File: src/rfs_pkg.sv
// Constants and state layout for the dual RF synthesiser divider control
package rfs_pkg;
    // ----------------------------------------
    // Register offsets
    // ----------------------------------------
    localparam logic [7:0] RFS_ADDR_DATA = 8'hB2;
    localparam logic [7:0] RFS_ADDR_CTRL = 8'hB3;
    localparam logic [7:0] RFS_ADDR_STAT = 8'hB4;
    localparam logic [7:0] RFS_ADDR_MASK = 8'hCE;

    // ----------------------------------------
    // Divider widths and data word layout
    // ----------------------------------------
    localparam int RFS_N_W = 20;
    localparam int RFS_R_W = 13;
    localparam int RFS_DW_SYNTH = 15;
    localparam int RFS_DW_SET = 14;
    localparam int RFS_DW_PART_HI = 13;
    localparam int RFS_DW_PART_LO = 12;
    localparam logic [1:0] RFS_PART_N_LO = 2'h0;
    localparam logic [1:0] RFS_PART_N_HI = 2'h1;
    localparam logic [1:0] RFS_PART_R_LO = 2'h2;
    localparam logic [1:0] RFS_PART_R_HI = 2'h3;

    // ----------------------------------------
    // Control fields, per synthesiser byte; REFSEL is shared and read from the low byte only
    // ----------------------------------------
    localparam int RFS_CTL_STRIDE = 8;
    localparam int RFS_CTL_EN = 0;
    localparam int RFS_CTL_SET = 1;
    localparam int RFS_CTL_TOL4 = 2;
    localparam int RFS_CTL_GAIN = 3;
    localparam int RFS_CTL_REFSEL = 4;

    // ----------------------------------------
    // Lock detector and reset values
    // ----------------------------------------
    localparam logic [2:0] RFS_TOL_ONE = 3'h1;
    localparam logic [2:0] RFS_TOL_FOUR = 3'h4;
    localparam logic [15:0] RFS_CTRL_RST = 16'h0000;
    localparam logic [15:0] RFS_MASK_RST = 16'h0000;

    typedef struct packed {
        logic [1:0][1:0][RFS_N_W-1:0] n_reg;
        logic [1:0][1:0][RFS_R_W-1:0] r_reg;
        logic [15:0] ctl;
        logic [15:0] mask;
        logic [1:0][RFS_N_W-1:0] n_cnt;
        logic [1:0][RFS_R_W-1:0] r_cnt;
        logic [1:0] up;
        logic [1:0] dn;
        logic [1:0][2:0] ph_cnt;
        logic [1:0][2:0] hist;
        logic [1:0] lock;
        logic [1:0] evt;
        logic [15:0] rdata;
        logic irq;
    } rfs_state_type;
endpackage

File: src/rfs_synth_ctrl.sv
// Dual integer-N synthesiser dividers, phase detector and lock detector
`timescale 1ns/1ps
// Behaviour
// RULE1 - Two N/R register sets per synthesiser
// RULE2 - One control write swaps Tx/Rx set
// RULE3 - N counter 20 bits, R 13 bits
// RULE4 - R divides reference, N divides VCO
// RULE5 - Shared reference selects crystal or external
// RULE6 - Gain bit 3 or 11, 4:1 current
// RULE7 - Divider setup takes four data writes
// RULE8 - Host updates only idle or alternate set
// RULE9 - Control register alone selects active set
// RULE10 - Lock bits readable, maskable interrupt
// RULE11 - Locked to unlocked transition raises interrupt
// RULE12 - Tolerance one or four reference cycles
// RULE13 - Lock is majority of three measurements
// RULE14 - Lock bits mean phase lock only
// RULE15 - Host keeps comparison 2.5kHz to 200kHz
// RULE16 - Write-only interrupt mask register
// RULE17 - One interrupt per lock loss
// RULE18 - Set change applies at counter reload
module rfs_synth_ctrl import rfs_pkg::*; (
    input wire logic i_clk,
    input wire logic i_sys_rst,
    input wire logic i_reg_wr,
    input wire logic i_reg_rd,
    input wire logic [7:0] i_reg_addr,
    input wire logic [15:0] i_reg_wdata,
    input wire logic i_xtal_ref_tick,
    input wire logic i_external_synth_ref_input,
    input wire logic [1:0] i_vco_tick,
    output logic [15:0] o_reg_rdata,
    output logic [1:0] o_pump_up,
    output logic [1:0] o_pump_dn,
    output logic [1:0] o_pump_current_set_high,
    output logic [1:0] o_synth_enable,
    output logic o_lock_irq
);
    rfs_state_type st_q;
    rfs_state_type st_d;
    logic ref_tick;
    logic [1:0] r_term;
    logic [1:0] n_term;
    logic [1:0] meas_done;
    logic [1:0] meas_pass;

    // ----------------------------------------
    // Next state
    // ----------------------------------------
    always_comb begin
        logic sy;
        logic se;
        logic [1:0] part;
        logic up_n;
        logic dn_n;
        logic [2:0] tol;
        logic [2:0] h;
        logic maj;
        sy = i_reg_wdata[RFS_DW_SYNTH];
        se = i_reg_wdata[RFS_DW_SET];
        part = i_reg_wdata[RFS_DW_PART_HI:RFS_DW_PART_LO];
        up_n = 1'b0;
        dn_n = 1'b0;
        tol = RFS_TOL_ONE;
        h = 3'h0;
        maj = 1'b0;
        st_d = st_q;
        r_term = 2'h0;
        n_term = 2'h0;
        meas_done = 2'h0;
        meas_pass = 2'h0;
        // RULE5 - shared reference select
        ref_tick = st_q.ctl[RFS_CTL_REFSEL] ? i_external_synth_ref_input : i_xtal_ref_tick;
        if (i_reg_wr) begin
            unique case (i_reg_addr)
                // RULE1 - set bit picks Tx or Rx copy
                // RULE7 - one quarter of setup per write
                RFS_ADDR_DATA: begin
                    unique case (part)
                        RFS_PART_N_LO: st_d.n_reg[sy][se][11:0] = i_reg_wdata[11:0];
                        RFS_PART_N_HI: st_d.n_reg[sy][se][19:12] = i_reg_wdata[7:0];
                        RFS_PART_R_LO: st_d.r_reg[sy][se][11:0] = i_reg_wdata[11:0];
                        RFS_PART_R_HI: st_d.r_reg[sy][se][12] = i_reg_wdata[0];
                    endcase
                end
                // RULE2 - single write swaps sets
                RFS_ADDR_CTRL: st_d.ctl = i_reg_wdata;
                // RULE16 - write-only mask
                RFS_ADDR_MASK: st_d.mask = i_reg_wdata;
                default: ;
            endcase
        end
        st_d.rdata = 16'h0000;
        if (i_reg_rd && i_reg_addr == RFS_ADDR_STAT) begin
            // RULE10 - lock state readable
            st_d.rdata = {12'h000, st_q.evt, st_q.lock};
            st_d.evt = 2'h0;
        end
        for (int s = 0; s < 2; s++) begin
            if (!st_q.ctl[s*RFS_CTL_STRIDE+RFS_CTL_EN]) begin
                st_d.r_cnt[s] = '0;
                st_d.n_cnt[s] = '0;
                st_d.up[s] = 1'b0;
                st_d.dn[s] = 1'b0;
                st_d.ph_cnt[s] = 3'h0;
            end else begin
                // RULE4 - R divides the reference
                if (ref_tick) begin
                    if (st_q.r_cnt[s] == '0) begin
                        r_term[s] = 1'b1;
                        // RULE18 - reload from current set
                        // RULE9 - set chosen by control only
                        st_d.r_cnt[s] = st_q.r_reg[s][st_q.ctl[s*RFS_CTL_STRIDE+RFS_CTL_SET]] - 13'h0001;
                    end else begin
                        st_d.r_cnt[s] = st_q.r_cnt[s] - 13'h0001;
                    end
                end
                // RULE3 - 20-bit feedback counter
                if (i_vco_tick[s]) begin
                    if (st_q.n_cnt[s] == '0) begin
                        n_term[s] = 1'b1;
                        // RULE18 - reload keeps whole cycles
                        st_d.n_cnt[s] = st_q.n_reg[s][st_q.ctl[s*RFS_CTL_STRIDE+RFS_CTL_SET]] - 20'h00001;
                    end else begin
                        st_d.n_cnt[s] = st_q.n_cnt[s] - 20'h00001;
                    end
                end
                up_n = st_q.up[s] | r_term[s];
                dn_n = st_q.dn[s] | n_term[s];
                // RULE12 - phase error counted in reference cycles
                if ((st_q.up[s] ^ st_q.dn[s]) && ref_tick && st_q.ph_cnt[s] != 3'h7) begin
                    st_d.ph_cnt[s] = st_q.ph_cnt[s] + 3'h1;
                end
                tol = st_q.ctl[s*RFS_CTL_STRIDE+RFS_CTL_TOL4] ? RFS_TOL_FOUR : RFS_TOL_ONE;
                if (up_n && dn_n) begin
                    // RULE14 - phase check only, no frequency test
                    meas_done[s] = 1'b1;
                    meas_pass[s] = (st_d.ph_cnt[s] <= tol);
                    up_n = 1'b0;
                    dn_n = 1'b0;
                    st_d.ph_cnt[s] = 3'h0;
                end
                st_d.up[s] = up_n;
                st_d.dn[s] = dn_n;
            end
            if (meas_done[s]) begin
                // RULE13 - three-entry history, majority vote
                h = {st_q.hist[s][1:0], meas_pass[s]};
                maj = (h[0] & h[1]) | (h[1] & h[2]) | (h[0] & h[2]);
                st_d.hist[s] = h;
                st_d.lock[s] = maj;
                // RULE11 - locked to unlocked edge
                // RULE17 - only on falling vote, set beats read clear
                if (st_q.lock[s] && !maj) begin
                    st_d.evt[s] = 1'b1;
                end
            end
        end
        // RULE10 - mask gates the lock interrupts
        st_d.irq = |(st_d.evt & st_d.mask[1:0]);
    end

    // ----------------------------------------
    // State register
    // ----------------------------------------
    always_ff @(posedge i_clk or posedge i_sys_rst) begin
        if (i_sys_rst) begin
            st_q <= '0;
            st_q.ctl <= RFS_CTRL_RST;
            st_q.mask <= RFS_MASK_RST;
        end else begin
            st_q <= st_d;
        end
    end

    // ----------------------------------------
    // Outputs
    // ----------------------------------------
    assign o_reg_rdata = st_q.rdata;
    assign o_pump_up = st_q.up;
    assign o_pump_dn = st_q.dn;
    // RULE6 - gain bits 3 and 11 pick 4:1 current
    assign o_pump_current_set_high = {st_q.ctl[RFS_CTL_STRIDE+RFS_CTL_GAIN], st_q.ctl[RFS_CTL_GAIN]};
    assign o_synth_enable = {st_q.ctl[RFS_CTL_STRIDE+RFS_CTL_EN], st_q.ctl[RFS_CTL_EN]};
    assign o_lock_irq = st_q.irq;

    // ----------------------------------------
    // Checks
    // ----------------------------------------
    a_ctrl_write_takes: assert property (@(posedge i_clk) disable iff (i_sys_rst) // RULE2
        (i_reg_wr && i_reg_addr == RFS_ADDR_CTRL) |=> st_q.ctl == $past(i_reg_wdata))
        else $error("control write not stored");
    a_gain_bit_out: assert property (@(posedge i_clk) disable iff (i_sys_rst) // RULE6
        (i_reg_wr && i_reg_addr == RFS_ADDR_CTRL) |=> o_pump_current_set_high == {$past(i_reg_wdata[11]),
        $past(i_reg_wdata[3])})
        else $error("gain output does not follow bits 3 and 11");
    a_data_nlo_load: assert property (@(posedge i_clk) disable iff (i_sys_rst) // RULE7
        (i_reg_wr && i_reg_addr == RFS_ADDR_DATA && i_reg_wdata[13:12] == RFS_PART_N_LO && !i_reg_wdata[15]
        && !i_reg_wdata[14]) |=> st_q.n_reg[0][0][11:0] == $past(i_reg_wdata[11:0]))
        else $error("N low part not loaded");
    a_disabled_quiet: assert property (@(posedge i_clk) disable iff (i_sys_rst) // RULE18
        !o_synth_enable[0] |=> !o_pump_up[0] && !o_pump_dn[0])
        else $error("pump active while disabled");
    a_single_miss_holds: assert property (@(posedge i_clk) disable iff (i_sys_rst) // RULE13
        (st_q.hist[0] == 3'h7 && meas_done[0] && !meas_pass[0]) |=> o_synth_enable[0] -> st_q.lock[0])
        else $error("single miss cleared lock");
    a_unlock_event: assert property (@(posedge i_clk) disable iff (i_sys_rst) // RULE11
        $fell(st_q.lock[0]) |-> st_q.evt[0])
        else $error("lock loss not flagged");
    a_no_repeat_irq: assert property (@(posedge i_clk) disable iff (i_sys_rst) // RULE17
        (!st_q.lock[0] && !st_q.evt[0] && meas_done[0]) |=> !st_q.evt[0] || $past(i_reg_rd))
        else $error("event repeated while unlocked");
    a_status_read: assert property (@(posedge i_clk) disable iff (i_sys_rst) // RULE10
        (i_reg_rd && i_reg_addr == RFS_ADDR_STAT) |=> o_reg_rdata[1:0] == $past(st_q.lock)
        && o_reg_rdata[15:4] == 12'h000)
        else $error("status read value wrong");
    a_mask_gates_irq: assert property (@(posedge i_clk) disable iff (i_sys_rst) // RULE16
        (st_q.mask[1:0] == 2'h0) |-> !o_lock_irq)
        else $error("interrupt raised while masked");
    a_count_no_cut: assert property (@(posedge i_clk) disable iff (i_sys_rst) // RULE18
        (o_synth_enable[0] && ref_tick && st_q.r_cnt[0] != 13'h0000)
        |=> st_q.r_cnt[0] == $past(st_q.r_cnt[0]) - 13'h0001)
        else $error("divider count cut short");
endmodule

File: config.mk
export PLATFORM = sky130hd
export DESIGN_NAME = rfs_synth_ctrl
export DESIGN_NICKNAME = d
export VERILOG_FILES = /design/src/rfs_pkg.sv /design/src/rfs_synth_ctrl.sv
export SDC_FILE = /design/constraint.sdc
export NUM_CORES = 1
export LEC_CHECK = 0
export CELL_PAD_IN_SITES_DETAIL_PLACEMENT = 0
export CELL_PAD_IN_SITES_GLOBAL_PLACEMENT = 1
export CORE_MARGIN = 1
export CORE_UTILIZATION = 25
export DETAILED_ROUTE_END_ITERATION = 7
export DONT_BUFFER_PORTS = 1
export PLACE_DENSITY = 0.42
export RECOVER_POWER = 25
export SLEW_MARGIN = 15
export SYNTH_ARGS = -nofsm -noshare
export SYNTH_HDL_FRONTEND = slang
export SYNTH_SLANG_ARGS = --single-unit
File: constraint.sdc
create_clock -name i_clk -period 22.3 [get_ports i_clk]
set_input_delay 3.345 -clock i_clk [delete_from_list [all_inputs] [get_ports i_clk]]
set_output_delay 3.345 -clock i_clk [all_outputs]
set_load 0.03 [all_outputs]
==> results of run 1 <==
-- synthesized netlist by cell type, types with 8 or more instances --
master    number  share of area
clkbuf_1      38          0.011
dfrtp_1      232           0.45
or4_1         15         0.0088
mux2i_1       53          0.041
or3_1         18         0.0088
nor3_1        43          0.017
inv_1         18         0.0053
a31oi_1       26          0.013
a211oi_1      15         0.0088
nand3_1       16         0.0062
buf_2         16         0.0062
o21ai_0       47          0.018
buf_4         27          0.016
mux2_2       178           0.16
ha_1          12          0.012
nand2_1       70          0.020
nor2_1       106          0.031
nor4_1        26          0.013
and2_1         8         0.0039
a21oi_1       75          0.029
nor2b_1       12         0.0059
a22oi_1       13         0.0076
-- flip-flops by register name (all words and copies together) (netlist names) --
signal,flops
o_synth_enable,2
st_q,219
o_reg_rdata,4
o_pump_up,2
o_lock_irq,1
o_pump_dn,2
o_pump_current_set_high,2
-- final cells by class --
type,instances,area [um^2]
fill,5197,36000
multi-input combinational,903,6530
sequential,232,5810
clock buffer,40,860
tap,672,841
clock inverter,13,175
timing repair buffer,13,103
inverter,20,76.3
antenna,1,2.50
-- per-layer routing --
metal,wire length [um],vias up,share of wire,track usage
li1,-,4498,-,-
met1,19700,4703,0.51,0.217
met2,16900,118,0.44,0.225
met3,1060,43,0.028,0.0202
met4,665,0,0.017,0.0310
met5,0,-,0,0
-- critical path, stage by stage, from the launching register on --
cell	delay [ns]
dfrtp_2	0.37
clkbuf_1	2.03
or4b_1	0.63
a222oi_1	0.45
o31ai_1	0.20
a2111oi_0	2.27
o2111ai_1	0.59
a31oi_1	0.33
a21oi_1	0.09
-- cell families after synthesis --
family,Yosys count,synth area share
buf+inv,106,0.0405
xor+xnor,10,0.00683
simple gates,374,0.153
fa+ha+maj,14,0.0133
other cells,1,0.000292
compound gates,261,0.135
mux,232,0.199
flops,232,0.453
-- worst max path at each step --
stage | from | end | slack [ns] | cells past startpoint
2_1_floorplan | i_sys_rst | o_lock_irq | 12.59 | 1
3_3_place_gp | i_reg_addr[3] | st_q[236] | 15.78 | 6
3_5_place_dp | i_reg_addr[3] | st_q[207] | 15.77 | 6
4_1_cts | i_reg_addr[3] | st_q[207] | 16.38 | 6
5_1_grt | st_q[120] | st_q[82] | 14.69 | 8
6_report | st_q[120] | st_q[82] | 15.15 | 8
-- through the flow --
step	setup WS, ns	total power, mW	hold WS [ns]	cell area, um^2	std cells
after floorplan	12.59	0.666	0.474	12900	1241
after global placement	15.78	0.714	0.481	13400	1840
after detailed placement	15.77	0.714	0.489	13400	1840
after CTS	16.38	1.24	0.504	14400	1893
after global routing	14.69	1.29	0.510	14400	1893
final	15.15	1.22	0.500	14400	1894
-- report_power, final --
part	leakage, nW	internal, mW	switching (mW)
sequential	3.06	0.463	0.0466
clock	0.499	0.314	0.199
combinational	2.49	0.0818	0.112
==> results.json, run 1 <==
{
  "status": "complete, but fails checks",
  "violations": "capacitance limit, slew limit",
  "maxCapViolations": 3,
  "path_max_fanout": 54,
  "hpwl_um": 25200,
  "place_congestion": 0.731,
  "synth-async-reset-ratio": 1.00,
  "die_height_um": 228,
  "core_area_mm2": 0.0504,
  "power.density_mw_per_mm2": 84.5,
  "drtPass1Iterations": 5,
  "hold_start": "st_q[135]",
  "worstSetupEndpointType": "flop",
  "cts_made_buffers": 30,
  "rows": 82,
  "cts-htree-levels": 1,
  "min_path_cells": 1,
  "clkSinkCount": 232,
  "holdBufCountCts": 0,
  "dieArea_mm2": 0.0522,
  "nets": 1244,
  "avgSynthCellArea_um2": 10.4,
  "portBuffers": 0,
  "r2r.worst_path.cells": 8,
  "antenna_left": 0,
  "grt_pass1_vias": 9436,
  "irDropWorstVdd_mv": 0.0517,
  "power_leakage_nw": 6.05,
  "hold_end": "st_q[135]",
  "grt_overflow": 0,
  "drive_gt1_frac": 0.219,
  "min_period_ns": 7.15,
  "ys_seq_area_frac": 0.453,
  "fin_util": 0.286,
  "crit_type": "flop to flop",
  "r2r_setup_slack_ns": 15.15,
  "required_ns": 22.74,
  "drtIter0Drc": 574,
  "finalWirelength_um": 38300,
  "die_w_um": 228,
  "finClkSkew_ns": 0.00735,
  "synth_edf_count": 0,
  "rsz0062_at_grt": "no",
  "cts_resized": 0,
  "syn_area_mm2": 0.0128,
  "syn2layout_area_growth_pct": 12.3,
  "drc": 0,
  "wire_per_inst_um": 20.2,
  "antenna_found_initial": 2,
  "drv_slew": 161,
  "synth_top_flop_cell": "dfrtp_1",
  "yosys_register_bits": 232,
  "grt_pass1_wl_um": 60200,
  "hold_path_class": "flop to flop",
  "clk_pin_slew_worst_paths_ns": 0.06,
  "slew_headroom": -2.12,
  "ioPinCount": 57,
  "synth_cells": 1230,
  "min_period_over_period": 0.321,
  "start_util": 0.255,
  "synth_cell_type_count": 86,
  "tightestPinTransition_ns": 4.68,
  "worstReg2RegStart": "st_q[120]",
  "grt_max_degree": 138,
  "viasPerCell": 4.94,
  "vias": 9362,
  "clkLatencyLatePin_ns": 0.57,
  "start_kind": "flop",
  "post-cts-setup-buffers": 0,
  "hold_violations": 0,
  "grt_usage": 0.147,
  "r2r_end": "st_q[82]",
  "cts_tree": "built",
  "clock_path_buffers": 3,
  "final_cell_mix": "dfrtp_1 (230), mux2_2 (175), nor2_1 (106)",
  "yosysWarnings": 0,
  "setup_tns_ns": 0,
  "final_common_cell": "dfrtp_1",
  "cp.arrival_ns": 7.58,
  "cts-root-buf": "clkbuf_16",
  "setup-violations-final": 0,
  "fmax_mhz": 140
}
Power figures use the tool's default switching activity.
==> run 2, diff against run 1 <==
- clock period: 22.3 -> 6.67 ns (I/O delays scaled with it)
==> run 2 against run 1 <==
The run still ends with capacitance limit, slew limit left; global-route usage rose by 0.069 points; wire length fell by 0.51%; first-iteration DRC count fell by 13%; die area did not move; utilization barely moved; power rose to 3.3 times the previous value; clock power rose to 3.2 times the previous value; highest routed layer unchanged.
==> results.json, run 2 (synthesis gave the netlist of run 1 again) <==
{
  "grt_pass1_wl_um": 60100,
  "ioPinCount": 57,
  "setup_tns_ns": 0,
  "required_ns": 7.00,
  "hold_end": "st_q[161]",
  "internal_power_mw": 2.81,
  "cts-root-buf": "clkbuf_16",
  "power.density_mw_per_mm2": 277,
  "r2r_setup_slack_ns": 2.87,
  "fmax_mhz": 239,
  "diodes": 0,
  "portBuffers": 0,
  "power_leakage_nw": 6.05,
  "clk_pin_slew_worst_paths_ns": 0.06,
  "clockPowerShare": 0.407,
  "cp.arrival_ns": 4.51,
  "viasPerCell": 4.92,
  "clkSinkCount": 232,
  "drtIter0Drc": 499,
  "min_path_cells": 1,
  "rows": 82,
  "drtPass1Iterations": 5,
  "path_max_fanout": 31,
  "status": "complete, but fails checks",
  "r2r.worst_path.cells": 10,
  "r2r_end": "st_q[71]",
  "drive_gt1_frac": 0.223,
  "largest_reg_flops": 219,
  "top_register": "st_q",
  "final_cell_mix": "dfrtp_1 (230), mux2_2 (176), nor2_1 (105)",
  "place_congestion": 0.724,
  "post-cts-setup-buffers": 0,
  "hold_start": "st_q[161]",
  "final_common_cell": "dfrtp_1",
  "cts_made_buffers": 30,
  "cts-htree-levels": 1,
  "rsz0062_at_grt": "no",
  "worstSetupEndpointType": "async pin",
  "irDropWorstVdd_mv": 0.169,
  "combPwrFrac": 0.162,
  "dieArea_mm2": 0.0522,
  "drc": 0,
  "core_area_mm2": 0.0504,
  "seqPwrFrac": 0.430,
  "antenna_found_initial": 0,
  "swShare": 0.296,
  "hold_violations": 0,
  "cts_resized": 0,
  "fin_ws_ns": 2.49,
  "crit_type": "input pin to async pin",
  "min_period_ns": 4.18,
  "min_period_over_period": 0.627,
  "p_total_mw": 3.98,
  "holdBufCountCts": 0,
  "drv_slew": 62,
  "slew_headroom": -0.226,
  "syn2layout_area_growth_pct": 12.3,
  "violations": "capacitance limit, slew limit",
  "grt_usage": 0.147,
  "die_height_um": 228,
  "nets": 1247,
  "finClkSkew_ns": 0.0227,
  "wire_per_inst_um": 20.1,
  "worstReg2RegStart": "st_q[79]",
  "die_w_um": 228,
  "grt_pass1_vias": 9446,
  "hold_path_class": "flop to flop",
  "hpwl_um": 25800,
  "start_kind": "input pin",
  "finalWirelength_um": 38100,
  "start_util": 0.255,
  "maxCapViolations": 2,
  "antenna_left": 0,
  "setup-violations-final": 0,
  "clkLatencyLatePin_ns": 0.58,
  "vias": 9320,
  "tightestPinTransition_ns": 1.84,
  "place_ws_ns": 2.43,
  "grt_max_degree": 103,
  "grt_overflow": 0,
  "cts_tree": "built",
  "clock_path_buffers": 3,
  "power_switching_mw": 1.18
}
run 2: cell type report:
cell class,instances,area (um^2)
clock buffers,42,876
clock inverters,10,114
fillers,5217,36000
inverters,20,76.3
multi-input cells,903,6560
flip-flops and latches,232,5810
well taps,672,841
repair buffers,16,121
run 2: power groups by stage:
stage / Sequential [mW] / Combinational [mW] / Clock [mW]
after detailed placement: 1.73 / 0.657 / 0
after global routing: 1.74 / 0.748 / 1.75
after CTS: 1.71 / 0.659 / 1.69
after global placement: 1.74 / 0.656 / 0
final: 1.71 / 0.647 / 1.62
after floorplan: 1.68 / 0.548 / 0
run 2: critical path, stage by stage:
cell and delay, ns:
clkinvlp_2 0.67, clkbuf_1 1.39, clkbuf_1 1.40
run 2: stage by stage:
step | util | instance area (um^2) | hold slack (ns) | std cells
6_report | 0.286 | 14400 | 0.500 | 1895
5_1_grt | 0.286 | 14400 | 0.513 | 1895
4_1_cts | 0.286 | 14400 | 0.352 | 1895
3_5_place_dp | 0.266 | 13400 | 0.488 | 1843
3_3_place_gp | 0.266 | 13400 | 0.481 | 1843
2_1_floorplan | - | 12900 | 0.474 | 1241
run 2: how the worst max path moves through the flow:
stage	start	end	slack [ns]
2_1_floorplan	i_sys_rst	o_lock_irq	2.63
3_3_place_gp	i_reg_addr[3]	st_q[236]	2.37
3_5_place_dp	i_reg_addr[3]	st_q[232]	2.43
4_1_cts	st_q[79]	st_q[71]	2.87
5_1_grt	i_sys_rst	st_q[177]	1.68
6_report	i_sys_rst	st_q[170]	2.49
run 2: routing by layer:
layer  GRT usage  up-vias  wire [um]
met4      0.0296        0        468
met1       0.213     4696      19100
met2       0.234       97      17400
met5           0        -          0
met3      0.0195       33       1180
li1            -     4494          -
==> run 3, diff against run 2 <==
- PLACE_DENSITY: 0.42 -> 0.44
- clock period: 6.67 -> 3.5 ns (I/O delays scaled with it)
==> run 3 against run 2 <==
The run still ends with capacitance limit, slew limit left; utilization up 0.67 points; first-iteration DRC count up 26%; sequential share of layout area down 0.92 points; largest power group is now clock; clock skew down 0.0054 ns; sequential cell count unchanged; cell area up 2.3%; power up 98%; worst setup slack worse by 2.1 ns; sequential power up 89%; clock-buffer cell count down 6; cell count up 1.9%; die area unchanged.
==> results.json, run 3 (synthesis gave the netlist of run 1 again) <==
{
  "start_util": 0.255,
  "seqPwrFrac": 0.411,
  "start_kind": "flop",
  "irDropWorstVdd_mv": 0.290,
  "clock_path_buffers": 3,
  "antenna_left": 0,
  "path_max_fanout": 6,
  "post-cts-setup-buffers": 0,
  "required_ns": 3.93,
  "crit_type": "flop to flop",
  "maxCapViolations": 2,
  "min_period_over_period": 0.894,
  "final_common_cell": "dfrtp_1",
  "slew_headroom": -0.172,
  "post_dp_cell_area_mm2": 0.0137,
  "die_height_um": 228,
  "die_w_um": 228,
  "vias": 9580,
  "power.density_mw_per_mm2": 535,
  "hold_path_class": "input pin to flop",
  "p_total_mw": 7.88,
  "clockPowerShare": 0.423,
  "r2r.worst_path.cells": 9,
  "wire_per_inst_um": 19.8,
  "timing.hold.ws_ns": 0.0658,
  "clkLatencyLatePin_ns": 0.58,
  "rsz0062_at_grt": "no",
  "tightestPinTransition_ns": 1.76,
  "grt_overflow": 0,
  "hold_violations": 0,
  "clk_pin_slew_worst_paths_ns": 0.06,
  "cts-htree-levels": 1,
  "diodes": 0,
  "drv_slew": 64,
  "worstReg2RegStart": "st_q[75]",
  "setup_tns_ns": 0,
  "setup-violations-final": 0,
  "grt_usage": 0.147,
  "power_leakage_nw": 6.24,
  "drtPass1Iterations": 5,
  "fin_ws_ns": 0.370,
  "antenna_found_initial": 3,
  "internal_power_mw": 5.57,
  "min_period_ns": 3.13,
  "clkSinkCount": 232,
  "grt_pass1_wl_um": 59700,
  "r2r_setup_slack_ns": 0.37,
  "rows": 82,
  "place_ws_ns": 0.393,
  "top_register": "st_q",
  "grt_pass1_vias": 9491,
  "dieArea_mm2": 0.0522,
  "core_area_mm2": 0.0504,
  "portBuffers": 0,
  "cp.arrival_ns": 3.56,
  "viasPerCell": 4.96,
  "cts-root-buf": "clkbuf_16",
  "grt_max_degree": 42,
  "fmax_mhz": 320,
  "final_cell_mix": "dfrtp_1 (230), mux2_2 (178), nor2_1 (106)",
  "final_area_mm2": 0.0147,
  "finClkSkew_ns": 0.0173,
  "r2r_end": "st_q[71]",
  "drive_gt1_frac": 0.244,
  "drc": 0,
  "worstSetupEndpointType": "flop",
  "place_congestion": 0.726,
  "cts_tree": "built",
  "power_switching_mw": 2.31,
  "hpwl_um": 26400,
  "finalWirelength_um": 38200,
  "swShare": 0.293,
  "status": "complete, but fails checks",
  "drtIter0Drc": 631,
  "cp-endpoint": "st_q[71]",
  "violations": "capacitance limit, slew limit",
  "startpoint": "st_q[75]",
  "nets": 1280,
  "combPwrFrac": 0.166,
  "cts_made_buffers": 30,
  "ioPinCount": 57,
  "syn2layout_area_growth_pct": 14.9,
  "largest_reg_flops": 219
}
run 3: area by class of cell:
class                   count  area, um^2
flip-flops and latches    232        5810
well taps                 672         841
clock inverters            19         272
clock buffers              36         793
repair buffers             49         387
inverters                  20        76.3
fillers                  5240       35600
multi-input cells         903        6560
run 3: critical path, cell delays in order, from the launching register on:
cell	delay, ns
dfrtp_1	0.42
or4_1	0.59
or2_0	0.30
nor2_1	0.33
a21oi_1	0.15
ha_1	0.27
and3_1	0.20
o21ai_0	0.21
nor4_1	0.10
a2111oi_0	0.41
run 3: power by group through the flow:
stage / clock [mW] / sequential (mW) / combinational (mW)
3_3_place_gp: 0 / 3.28 / 1.33
3_5_place_dp: 0 / 3.28 / 1.33
2_1_floorplan: 0 / 3.20 / 1.05
5_1_grt: 3.58 / 3.28 / 1.49
6_report: 3.33 / 3.24 / 1.31
4_1_cts: 3.47 / 3.23 / 1.34
run 3: what timing repair did:
item | in CTS | in global routing
resized for setup | 0 | 0
hold endpoints to repair | 14 | 0
hold buffers | 1 | 0
run 3: per-layer routing:
layer / global-route usage / share of wire / up-vias
met1: 0.202 / 0.48 / 4843
met3: 0.0228 / 0.035 / 41
met2: 0.241 / 0.47 / 124
met4: 0.0331 / 0.015 / 0
met5: 0 / 0 / -
li1: - / - / 4572
run 3: metrics by stage:
step           instances  utilization
5_1_grt             1931        0.292
2_1_floorplan       1241            -
4_1_cts             1931        0.294
3_5_place_dp        1875        0.272
6_report            1931        0.292
3_3_place_gp        1875        0.272
run 3: worst min path at each step:
stage / depth (start not counted) / slack (ns) / startpoint / endpoint
floorplan: 1 / 0.47 / st_q[184] / st_q[184]
global placement: 1 / 0.48 / st_q[184] / st_q[184]
detailed placement: 1 / 0.49 / st_q[182] / st_q[182]
CTS: 1 / 0.01 / i_vco_tick[1] / st_q[84]
global route: 1 / 0.04 / i_vco_tick[0] / st_q[64]
finish: 1 / 0.07 / i_vco_tick[1] / st_q[84]
